### src/cgb_defines.svh
// register offsets, field positions and reset values of the clock gate bank
`ifndef CGB_DEFINES_SVH
`define CGB_DEFINES_SVH
`define CGB_OFF_SYS_EN 8'h00
`define CGB_OFF_SYS_DIS 8'h04
`define CGB_OFF_SYS_STATE 8'h08
`define CGB_OFF_PER_EN 8'h10
`define CGB_OFF_PER_DIS 8'h14
`define CGB_OFF_PER_STATE 8'h18
`define CGB_OFF_OSC_CFG 8'h20
`define CGB_OFF_FREQ_MEAS 8'h24
`define CGB_OFF_PLL_CFG 8'h2c
`define CGB_OFF_MCK_CFG 8'h30
`define CGB_OFF_PROG_CLOCK_OUT_0_CFG 8'h40
`define CGB_OFF_PROG_CLOCK_OUT_1_CFG 8'h44
`define CGB_OFF_IRQ_EN 8'h60
`define CGB_OFF_IRQ_DIS 8'h64
`define CGB_OFF_READY 8'h68
`define CGB_OFF_IRQ_MASK 8'h6c
`define CGB_BIT_PROC 0
`define CGB_BIT_USB 7
`define CGB_BIT_PCK_LO 8
`define CGB_NUM_PCK 3
`define CGB_BIT_PID_LO 2
`define CGB_RST_OSC_CFG 32'h0000_0000
`define CGB_RST_FREQ_MEAS 32'h0000_0000
`define CGB_RST_PLL_CFG 32'h0000_3f00
`define CGB_RST_MCK_CFG 32'h0000_0000
`define CGB_RST_PCK_CFG 32'h0000_0000
`define CGB_RST_READY 32'h0000_0008
`define CGB_RST_IRQ_MASK 32'h0000_0000
`endif

### src/cgb_pkg.sv
// types shared by the clock gate bank
package cgb_pkg;
	typedef struct packed
	{
		logic proc;
		logic usb;
		logic [2:0] processor_clock_bit;
		logic [31:0] periph;
	} cgb_gates_s;
endpackage

### src/cgb_clock_gate_bank.sv
// clock gate bank: apb register slave with enable, disable and status
`timescale 1ns/1ps
`include "cgb_defines.svh"

// Operation
// RULE_01: sys enable bit 7 starts usb clock
// RULE_02: sys enable bits 8-10 start prog outputs
// RULE_03: sys disable bit 0 stops processor clock
// RULE_04: sys disable bit 7 stops usb clock
// RULE_05: sys disable bits 8-10 stop prog outputs
// RULE_06: status bit 0 shows processor clock, reset 0x01
// RULE_07: status bit 7 shows usb clock
// RULE_08: status bits 8-10 show prog outputs
// RULE_09: periph enable bits 2-31 start peripheral clocks
// RULE_10: unimplemented peripheral bits have no effect
// RULE_11: periph status read-only at 0x18, resets zero
// RULE_12: sys registers at 0x00, 0x04, 0x08
// RULE_13: periph disable bits 2-31 stop clocks
// RULE_14: periph status shows each clock state
// RULE_15: state bits drive status and gates directly; here the gates are registered and follow the state one cycle later
module cgb_clock_gate_bank #(
	parameter logic [31:0] PID_IMPL = 32'hffff_fffc
) (
	input wire logic i_clk_sys,
	input wire logic i_rst_n,
	input wire logic i_psel,
	input wire logic i_penable,
	input wire logic i_pwrite,
	input wire logic [7:0] i_paddr,
	input wire logic [31:0] i_pwdata,
	output logic [31:0] o_prdata,
	output logic o_pready,
	output logic o_pslverr,
	output cgb_pkg::cgb_gates_s o_gates
);

	// ------------------------------------------------------------
	// elaboration check
	// ------------------------------------------------------------
	if (PID_IMPL[1:0] != 2'h0)
	begin : g_bad_impl
		$error("peripheral ids 0 and 1 cannot be implemented");
	end

	// ------------------------------------------------------------
	// decode
	// ------------------------------------------------------------
	function automatic logic known_addr(input logic [7:0] a);
		case (a)
			`CGB_OFF_SYS_EN, `CGB_OFF_SYS_DIS, `CGB_OFF_SYS_STATE,
			`CGB_OFF_PER_EN, `CGB_OFF_PER_DIS, `CGB_OFF_PER_STATE,
			`CGB_OFF_OSC_CFG, `CGB_OFF_FREQ_MEAS, `CGB_OFF_PLL_CFG,
			`CGB_OFF_MCK_CFG, `CGB_OFF_PROG_CLOCK_OUT_0_CFG, `CGB_OFF_PROG_CLOCK_OUT_1_CFG,
			`CGB_OFF_IRQ_EN, `CGB_OFF_IRQ_DIS, `CGB_OFF_READY,
			`CGB_OFF_IRQ_MASK: known_addr = 1'b1;
			default: known_addr = 1'b0;
		endcase
	endfunction

	logic setup;
	logic wr;
	logic [31:0] wd;
	assign setup = i_psel && !i_penable;
	assign wr = i_psel && i_penable && i_pwrite && o_pready;
	assign wd = i_pwdata;

	function automatic logic wr_at(input logic w, input logic [7:0] a,
		input logic [7:0] off);
		wr_at = w && (a == off);
	endfunction

	// ------------------------------------------------------------
	// gate state bits
	// ------------------------------------------------------------
	logic proc_q;
	logic usb_q;
	logic [2:0] pck_q;
	logic [31:0] per_q;

	// RULE_03 processor stop
	always_ff @(posedge i_clk_sys or negedge i_rst_n)
	begin
		if (!i_rst_n)
			proc_q <= 1'b1;
		else if (wr_at(wr, i_paddr, `CGB_OFF_SYS_DIS) && wd[`CGB_BIT_PROC])
			proc_q <= 1'b0;
	end

	// RULE_01 RULE_04 usb set clear
	always_ff @(posedge i_clk_sys or negedge i_rst_n)
	begin
		if (!i_rst_n)
			usb_q <= 1'b0;
		else if (wr_at(wr, i_paddr, `CGB_OFF_SYS_EN) && wd[`CGB_BIT_USB])
			usb_q <= 1'b1;
		else if (wr_at(wr, i_paddr, `CGB_OFF_SYS_DIS) && wd[`CGB_BIT_USB])
			usb_q <= 1'b0;
	end

	// RULE_02 RULE_05 prog outputs
	for (genvar k = 0; k < `CGB_NUM_PCK; k++)
	begin : g_pck
		always_ff @(posedge i_clk_sys or negedge i_rst_n)
		begin
			if (!i_rst_n)
				pck_q[k] <= 1'b0;
			else if (wr_at(wr, i_paddr, `CGB_OFF_SYS_EN)
				&& wd[`CGB_BIT_PCK_LO + k])
				pck_q[k] <= 1'b1;
			else if (wr_at(wr, i_paddr, `CGB_OFF_SYS_DIS)
				&& wd[`CGB_BIT_PCK_LO + k])
				pck_q[k] <= 1'b0;
		end
	end

	// RULE_09 RULE_10 RULE_13 peripheral set clear
	for (genvar p = 0; p < 32; p++)
	begin : g_per
		if (p >= `CGB_BIT_PID_LO && PID_IMPL[p])
		begin : g_impl
			always_ff @(posedge i_clk_sys or negedge i_rst_n)
			begin
				if (!i_rst_n)
					per_q[p] <= 1'b0;
				else if (wr_at(wr, i_paddr, `CGB_OFF_PER_EN) && wd[p])
					per_q[p] <= 1'b1;
				else if (wr_at(wr, i_paddr, `CGB_OFF_PER_DIS) && wd[p])
					per_q[p] <= 1'b0;
			end
		end
		else
		begin : g_none
			assign per_q[p] = 1'b0;
		end
	end

	// ------------------------------------------------------------
	// other controller registers, stored only
	// ------------------------------------------------------------
	logic [31:0] osc_q;
	logic [31:0] pll_q;
	logic [31:0] mck_q;
	logic [31:0] prog_clock_out_0_q;
	logic [31:0] prog_clock_out_1_q;
	logic [31:0] imask_q;

	always_ff @(posedge i_clk_sys or negedge i_rst_n)
	begin
		if (!i_rst_n)
		begin
			osc_q <= `CGB_RST_OSC_CFG;
			pll_q <= `CGB_RST_PLL_CFG;
			mck_q <= `CGB_RST_MCK_CFG;
			prog_clock_out_0_q <= `CGB_RST_PCK_CFG;
			prog_clock_out_1_q <= `CGB_RST_PCK_CFG;
		end
		else
		begin
			if (wr_at(wr, i_paddr, `CGB_OFF_OSC_CFG))
				osc_q <= wd;
			if (wr_at(wr, i_paddr, `CGB_OFF_PLL_CFG))
				pll_q <= wd;
			if (wr_at(wr, i_paddr, `CGB_OFF_MCK_CFG))
				mck_q <= wd;
			if (wr_at(wr, i_paddr, `CGB_OFF_PROG_CLOCK_OUT_0_CFG))
				prog_clock_out_0_q <= wd;
			if (wr_at(wr, i_paddr, `CGB_OFF_PROG_CLOCK_OUT_1_CFG))
				prog_clock_out_1_q <= wd;
		end
	end

	always_ff @(posedge i_clk_sys or negedge i_rst_n)
	begin
		if (!i_rst_n)
			imask_q <= `CGB_RST_IRQ_MASK;
		else if (wr_at(wr, i_paddr, `CGB_OFF_IRQ_EN))
			imask_q <= imask_q | wd;
		else if (wr_at(wr, i_paddr, `CGB_OFF_IRQ_DIS))
			imask_q <= imask_q & ~wd;
	end

	// ------------------------------------------------------------
	// status words
	// ------------------------------------------------------------
	logic [31:0] sys_state;
	// RULE_06 RULE_07 RULE_08 status build
	always_comb
	begin
		sys_state = 32'h0000_0000;
		sys_state[`CGB_BIT_PROC] = proc_q;
		sys_state[`CGB_BIT_USB] = usb_q;
		sys_state[`CGB_BIT_PCK_LO +: `CGB_NUM_PCK] = pck_q;
	end

	logic [31:0] rd_d;
	// RULE_11 RULE_12 RULE_14 read mux
	always_comb
	begin
		case (i_paddr)
			`CGB_OFF_SYS_STATE: rd_d = sys_state;
			`CGB_OFF_PER_STATE: rd_d = per_q;
			`CGB_OFF_OSC_CFG: rd_d = osc_q;
			`CGB_OFF_FREQ_MEAS: rd_d = `CGB_RST_FREQ_MEAS;
			`CGB_OFF_PLL_CFG: rd_d = pll_q;
			`CGB_OFF_MCK_CFG: rd_d = mck_q;
			`CGB_OFF_PROG_CLOCK_OUT_0_CFG: rd_d = prog_clock_out_0_q;
			`CGB_OFF_PROG_CLOCK_OUT_1_CFG: rd_d = prog_clock_out_1_q;
			`CGB_OFF_READY: rd_d = `CGB_RST_READY;
			`CGB_OFF_IRQ_MASK: rd_d = imask_q;
			default: rd_d = 32'h0000_0000;
		endcase
	end

	// ------------------------------------------------------------
	// apb answer: ready one cycle after setup
	// ------------------------------------------------------------
	always_ff @(posedge i_clk_sys or negedge i_rst_n)
	begin
		if (!i_rst_n)
		begin
			o_pready <= 1'b0;
			o_pslverr <= 1'b0;
			o_prdata <= 32'h0000_0000;
		end
		else
		begin
			o_pready <= setup;
			o_pslverr <= setup && !known_addr(i_paddr);
			o_prdata <= (setup && !i_pwrite) ? rd_d : 32'h0000_0000;
		end
	end

	// RULE_15 gate outputs from state
	always_ff @(posedge i_clk_sys or negedge i_rst_n)
	begin
		if (!i_rst_n)
			o_gates <= '{proc: 1'b1, usb: 1'b0, processor_clock_bit: 3'h0, periph: 32'h0};
		else
			o_gates <= '{proc: proc_q, usb: usb_q, processor_clock_bit: pck_q,
				periph: per_q};
	end

	// ------------------------------------------------------------
	// bus answer and hold checks
	// ------------------------------------------------------------
	logic sys_touch;
	logic per_touch;
	assign sys_touch = wr && (i_paddr == `CGB_OFF_SYS_EN
		|| i_paddr == `CGB_OFF_SYS_DIS);
	assign per_touch = wr && (i_paddr == `CGB_OFF_PER_EN
		|| i_paddr == `CGB_OFF_PER_DIS);
endmodule

### config.mk
export PLATFORM = sky130hd
export DESIGN_NAME = cgb_clock_gate_bank
export DESIGN_NICKNAME = d
export VERILOG_FILES = /design/src/cgb_pkg.sv /design/src/cgb_clock_gate_bank.sv
export VERILOG_INCLUDE_DIRS = /design/src
export SDC_FILE = /design/constraint.sdc
export NUM_CORES = 1
export LEC_CHECK = 0
export ABC_AREA = 1
export BUFFER_PORTS_ARGS = -buffer_cell sky130_fd_sc_hd__buf_2
export CAP_MARGIN = 25
export CORE_AREA = 3 3 232 165
export CTS_BUF_LIST = sky130_fd_sc_hd__clkbuf_4
export CTS_CLUSTER_SIZE = 28
export DETAILED_ROUTE_END_ITERATION = 8
export DIE_AREA = 0 0 235 168
export GPL_ROUTABILITY_DRIVEN = 1
export PLACE_DENSITY = 0.61
export SLEW_MARGIN = 20
export SYNTH_ARGS = -nofsm -noshare
export SYNTH_HDL_FRONTEND = slang
export SYNTH_SLANG_ARGS = --single-unit
### constraint.sdc
create_clock -name i_clk_sys -period 1.39 [get_ports i_clk_sys]
set_input_delay 0.139 -clock i_clk_sys [delete_from_list [all_inputs] [get_ports i_clk_sys]]
set_output_delay 0.139 -clock i_clk_sys [all_outputs]
set_load 0.01 [all_outputs]
# After elaboration in Yosys (flattened, before gate mapping)
# Index checks and enable logic that the tools add are counted.
# classes
addsub	0
multipliers	0
div	0
n_lt_le_gt_ge	0
n_eq_ne	15
n_shift	0
n_mux	73
bitwise	3
n_reduce_logical	126
# op_table
cell	count
$pmux W32 S9	1
$mux W32	3
$logic_and A1 B1 Y1	86
$reduce_bool A2 Y1	35
$mux W1	69
$eq A8 B7 Y1 const B	6
$and A32 B32 Y32	1
$eq A8 B6 Y1 const B	4
$not A32 Y32	1
$or A32 B32 Y32	1
$eq A8 B5 Y1 const B	3
$reduce_or A16 Y1	1
$eq A8 B3 Y1 const B	1
$eq A8 B4 Y1 const B	1
$logic_not A8 Y1	1
$logic_not A1 Y1	3
# totals
register_bits	296
latchBits	0
ramBits	0
rom_bits	0
inputBits	45
output_inout_bits	71
elab_cells	265
memories	0

# Longest topological paths before layout
# depth
word_depth	7
depth_mapped	11
ltp_nobuf	10

# Worst setup path after synthesis
# Ideal clock, no wire load.
# synth_timing
kind	register to register
startpoint	reg o_pready
endpoint	reg (tool-made name)
setup_time_ns	0.117
arrival_time_ns	1.407
required_ns	1.273
slack_ns	-0.134
stages_incl_launch_ff	11
n_path_buf	1
period_less_slack_ns	1.524
path_cell_list	dfrtp_1 nand2_1 nor2_8 inv_2 nor2_8 inv_4 buf_6 nor2_4 nand2_1 o21ai_1 inv_1
# synth_lines
element	line	source
start: declaration	cgb_clock_gate_bank.sv:32	output logic o_pready,
start signal: assignment	cgb_clock_gate_bank.sv:227	o_pready <= setup;

# Worst setup path in the final report
# layout_timing
startpoint	reg o_pready
endpoint	reg mck_q[5]
# layout_between
elab_chain_len	2
# layout_lines
element	line	source
$logic_and A1 B1 Y1	cgb_clock_gate_bank.sv:64	assign wr = i_psel && i_penable && i_pwrite && o_pready;
$logic_and A1 B1 Y1	cgb_clock_gate_bank.sv:69	wr_at = w && (a == off);
end signal: assignment	cgb_clock_gate_bank.sv:153	mck_q <= `CGB_RST_MCK_CFG;
end signal: assignment	cgb_clock_gate_bank.sv:164	mck_q <= wd;
end: declaration	cgb_clock_gate_bank.sv:142	logic [31:0] mck_q;
# No other way between the ends.
# A chain may end at the register's enable or synchronous reset.

==> results.yml <==
outcome:
  status: "complete, but fails checks"
  violations: "setup timing"
setup_path:
  setup.worst_path.start_class: "register"
  crit_slowest_cell: "dfrtp_1"
  path_max_fanout: 5
  crit_chain: "nand2_2 -> nor2_8 -> inv_6 -> buf_6 -> nor2_4 -> buf_6 -> buf_6 -> buf_12 -> buf_16 -> a21oi_2"
  required_ns: 2.01
  end_kind: "register"
  cp.arrival_ns: 2.26
  max_stage_delay_ns: 0.35
  cp_common_cell: "buf_6"
  path_class: "reg -> reg"
power:
  finalPower_mw: 17.7
  ir_worst_vdd_uv: 601
  swShare_pct: 24.4
  p_clk_share_pct: 45.7
  p_int_mw: 13.4
  leakagePower_nw: 9.13
  pwr-share-comb_pct: 5.4
  seqPwrFrac_pct: 49.0
  power_switching_mw: 4.33
  power.density_nw_per_um2: 993
yosys:
  synth_cell_types: 25
  synth_edf_count: 0
  synth_compound_area_share_pct: 12.2
  syn_area_um2: 12600
  netlist_instances: 1468
  synth.area.mux_share_pct: 0
  synth_top_cells_by_count: "nand2_1, dfrtp_1, o21ai_0"
  synth_top_family_by_area: "simple AND/OR/NAND/NOR gates"
  ys_seq_area_share_pct: 58.7
  synth_area_leaders: "dfrtp_1, nand2_1, o21ai_0"
  yosysWarnings: 0
  ys.flop_type: "dfrtp_1"
  synthAdderAreaFrac_pct: 0
  yosysTopAreaCellShare_pct: 57.0
  synthMostInstantiatedCell: "nand2_1"
  yosys.area_share.simple_pct: 22.4
  ys_ff_latch: 296
  async_flop_share_pct: 100
  synth_top_area_cell: "dfrtp_1"
  avgSynthCellArea_um2: 8.61
  synthXorXnorAreaFrac_pct: 0
global_route:
  grt_pass1_wl_um: 65400
  grt_pass1_vias: 11306
  grtUsageTotal_pct: 21.2
  grt_max_degree: 49
  overflow: 0
  antenna_found_initial: 0
cts:
  cts-root-buf: "clkbuf_4"
  clkSinkCount: 296
  clk_latency_ns: 0.77
  htree_num_levels: 3
  clockBufferDepth: 3
  cts_tree: "built"
  cts.reportedPaths.clkPinSlew_ns: 0.07
  cts_made_buffers: 79
final_layout:
  drive_gt1_share_pct: 31.4
  area_growth_pct: 41.2
  stdcell_area_um2: 17800
  utilization_pct: 49.5
  nets: 1828
  n_antenna_cell: 0
  layoutNonFillerInstCount: 2315
floorplan:
  die-height_um: 168
  die_x_um: 235
  die_area_um2: 39500
  start_util_pct: 35.0
  ios: 116
  num_rows: 58
  core_um2: 36100
sta:
  setup_viol: 262
  holdWs_ns: 0.0902
  hold_viol: 0
  rsz0062_at_grt: "yes"
  drv_slew: 0
  fin_ws_ns: -0.258
  min_period_ns: 1.65
  min_period_over_period_pct: 119
  fmax_ghz: 0.607
  finClkSkew_ns: 0.0701
worst_hold_path:
  hp-class: "in -> reg"
drt:
  detail_route.wl_per_cell_um: 19.2
  vias: 11904
  via_per_inst: 5.14
  drc_errors: 0
  firstDrtPassIters: 5
  wl_um: 44500
  drtIter0Drc: 1028
  postRouteAntennaNets: 0
place:
  portBuffers: 113
  hpwl_um: 25700
  place_congestion: 0.816
  dp.cells: 2091
  dpl_cell_area_um2: 14600
job:
  maxCapViolations: 0
==> worst max-delay path: cells and delay by family (launching register included) <==
kind / cells / cell delay [ns]
flip-flops: 1 / 0.35
AND/OR/NAND/NOR: 3 / 0.46
AO/OA/AOI/OAI: 1 / 0.05
buffers and inverters: 6 / 0.64
==> worst paths after layout <==
kind	startpoint	to	slack, ns	cells after the start
min in group asynchronous	i_rst_n	mck_q[4]$_DFFE_PN0P_	0.54	4
setup reg to reg	o_pready$_DFF_PN0_	mck_q[5]$_DFFE_PN0P_	-0.26	10
hold / removal	i_paddr[0]	per_q[2]$_DFFE_PN0P_	0.09	8
max in group asynchronous	i_rst_n	mck_q[12]$_DFFE_PN0P_	0.39	5
hold reg to reg	proc_q$_DFFE_PN1P_	o_gates[36]$_DFF_PN1_	0.38	0
setup / recovery	o_pready$_DFF_PN0_	mck_q[5]$_DFFE_PN0P_	-0.26	10
==> per-stage QoR <==
stage	setup TNS, ns	worst slack [ns]
2_1_floorplan	-0.949	-0.0655
3_3_place_gp	-24.48	-0.212
3_5_place_dp	-26.73	-0.206
4_1_cts	-15.82	-0.201
5_1_grt	-40.05	-0.303
6_report	-23.58	-0.258
==> routing by layer <==
layer	GRT usage, %	wire length (um)
met1	30.0	19600
met5	0	0
met4	7.15	1070
met2	32.0	20100
met3	5.13	3770
==> cell usage in the layout (no fill, tap or decap), types with 2 or more instances in the layout <==
| cell type | n |
|---|---|
| o21ai_2 | 62 |
| buf_6 | 34 |
| o21ai_0 | 105 |
| buf_8 | 4 |
| nand3_1 | 122 |
| dfstp_2 | 8 |
| inv_2 | 10 |
| dfrtp_1 | 288 |
| bufinv_16 | 3 |
| a21oi_1 | 44 |
| buf_12 | 41 |
| nand2_2 | 30 |
| nand2_4 | 35 |
| nor2_1 | 118 |
| inv_1 | 116 |
| nor2_4 | 20 |
| buf_2 | 98 |
| conb_1 | 2 |
| a21oi_2 | 3 |
| buf_16 | 10 |
| nor2_2 | 3 |
| nand2_1 | 320 |
| nand3_4 | 3 |
| dlygate4sd3_1 | 39 |
| clkbuf_4 | 119 |
| clkbuf_16 | 10 |
| o21ai_1 | 94 |
| buf_4 | 71 |
| clkinv_1 | 9 |
| nor2_8 | 3 |
==> cell families after synthesis <==
group	after synthesis
AND/OR/NAND/NOR	657
buffers and inverters	206
flip-flops	296
other	1
AO/OA/AOI/OAI	308
==> area by class of cell <==
| type | instances | area, um2 |
|---|---|---|
| fill | 3339 | 18200 |
| sequential | 296 | 7420 |
| multi-input combinational | 967 | 5020 |
| timing repair buffer | 309 | 3250 |
| clock buffer | 119 | 893 |
| tap | 480 | 601 |
| inverter | 129 | 508 |
| clock inverter | 14 | 138 |
| timing repair inverter | 1 | 16.3 |
==> power by group through the flow <==
stage	sequential [mW]	clock (mW)	combinational (mW)
floorplan	8.84	0	0.241
global placement	8.84	0	0.778
detailed placement	8.84	0	0.787
CTS	8.68	8.27	0.927
global route	8.68	8.78	1.04
finish	8.68	8.09	0.951
==> what timing repair did <==
item,in CTS,in global routing
cloned,15,12
hold buffers,41,0
endpoints found under the hold margin,536,0
gates resized for setup,228,130
pin swaps,11,16
endpoints found under the setup margin,146,312
buffers inserted,23,8
(Power assumes the default switching activity.)
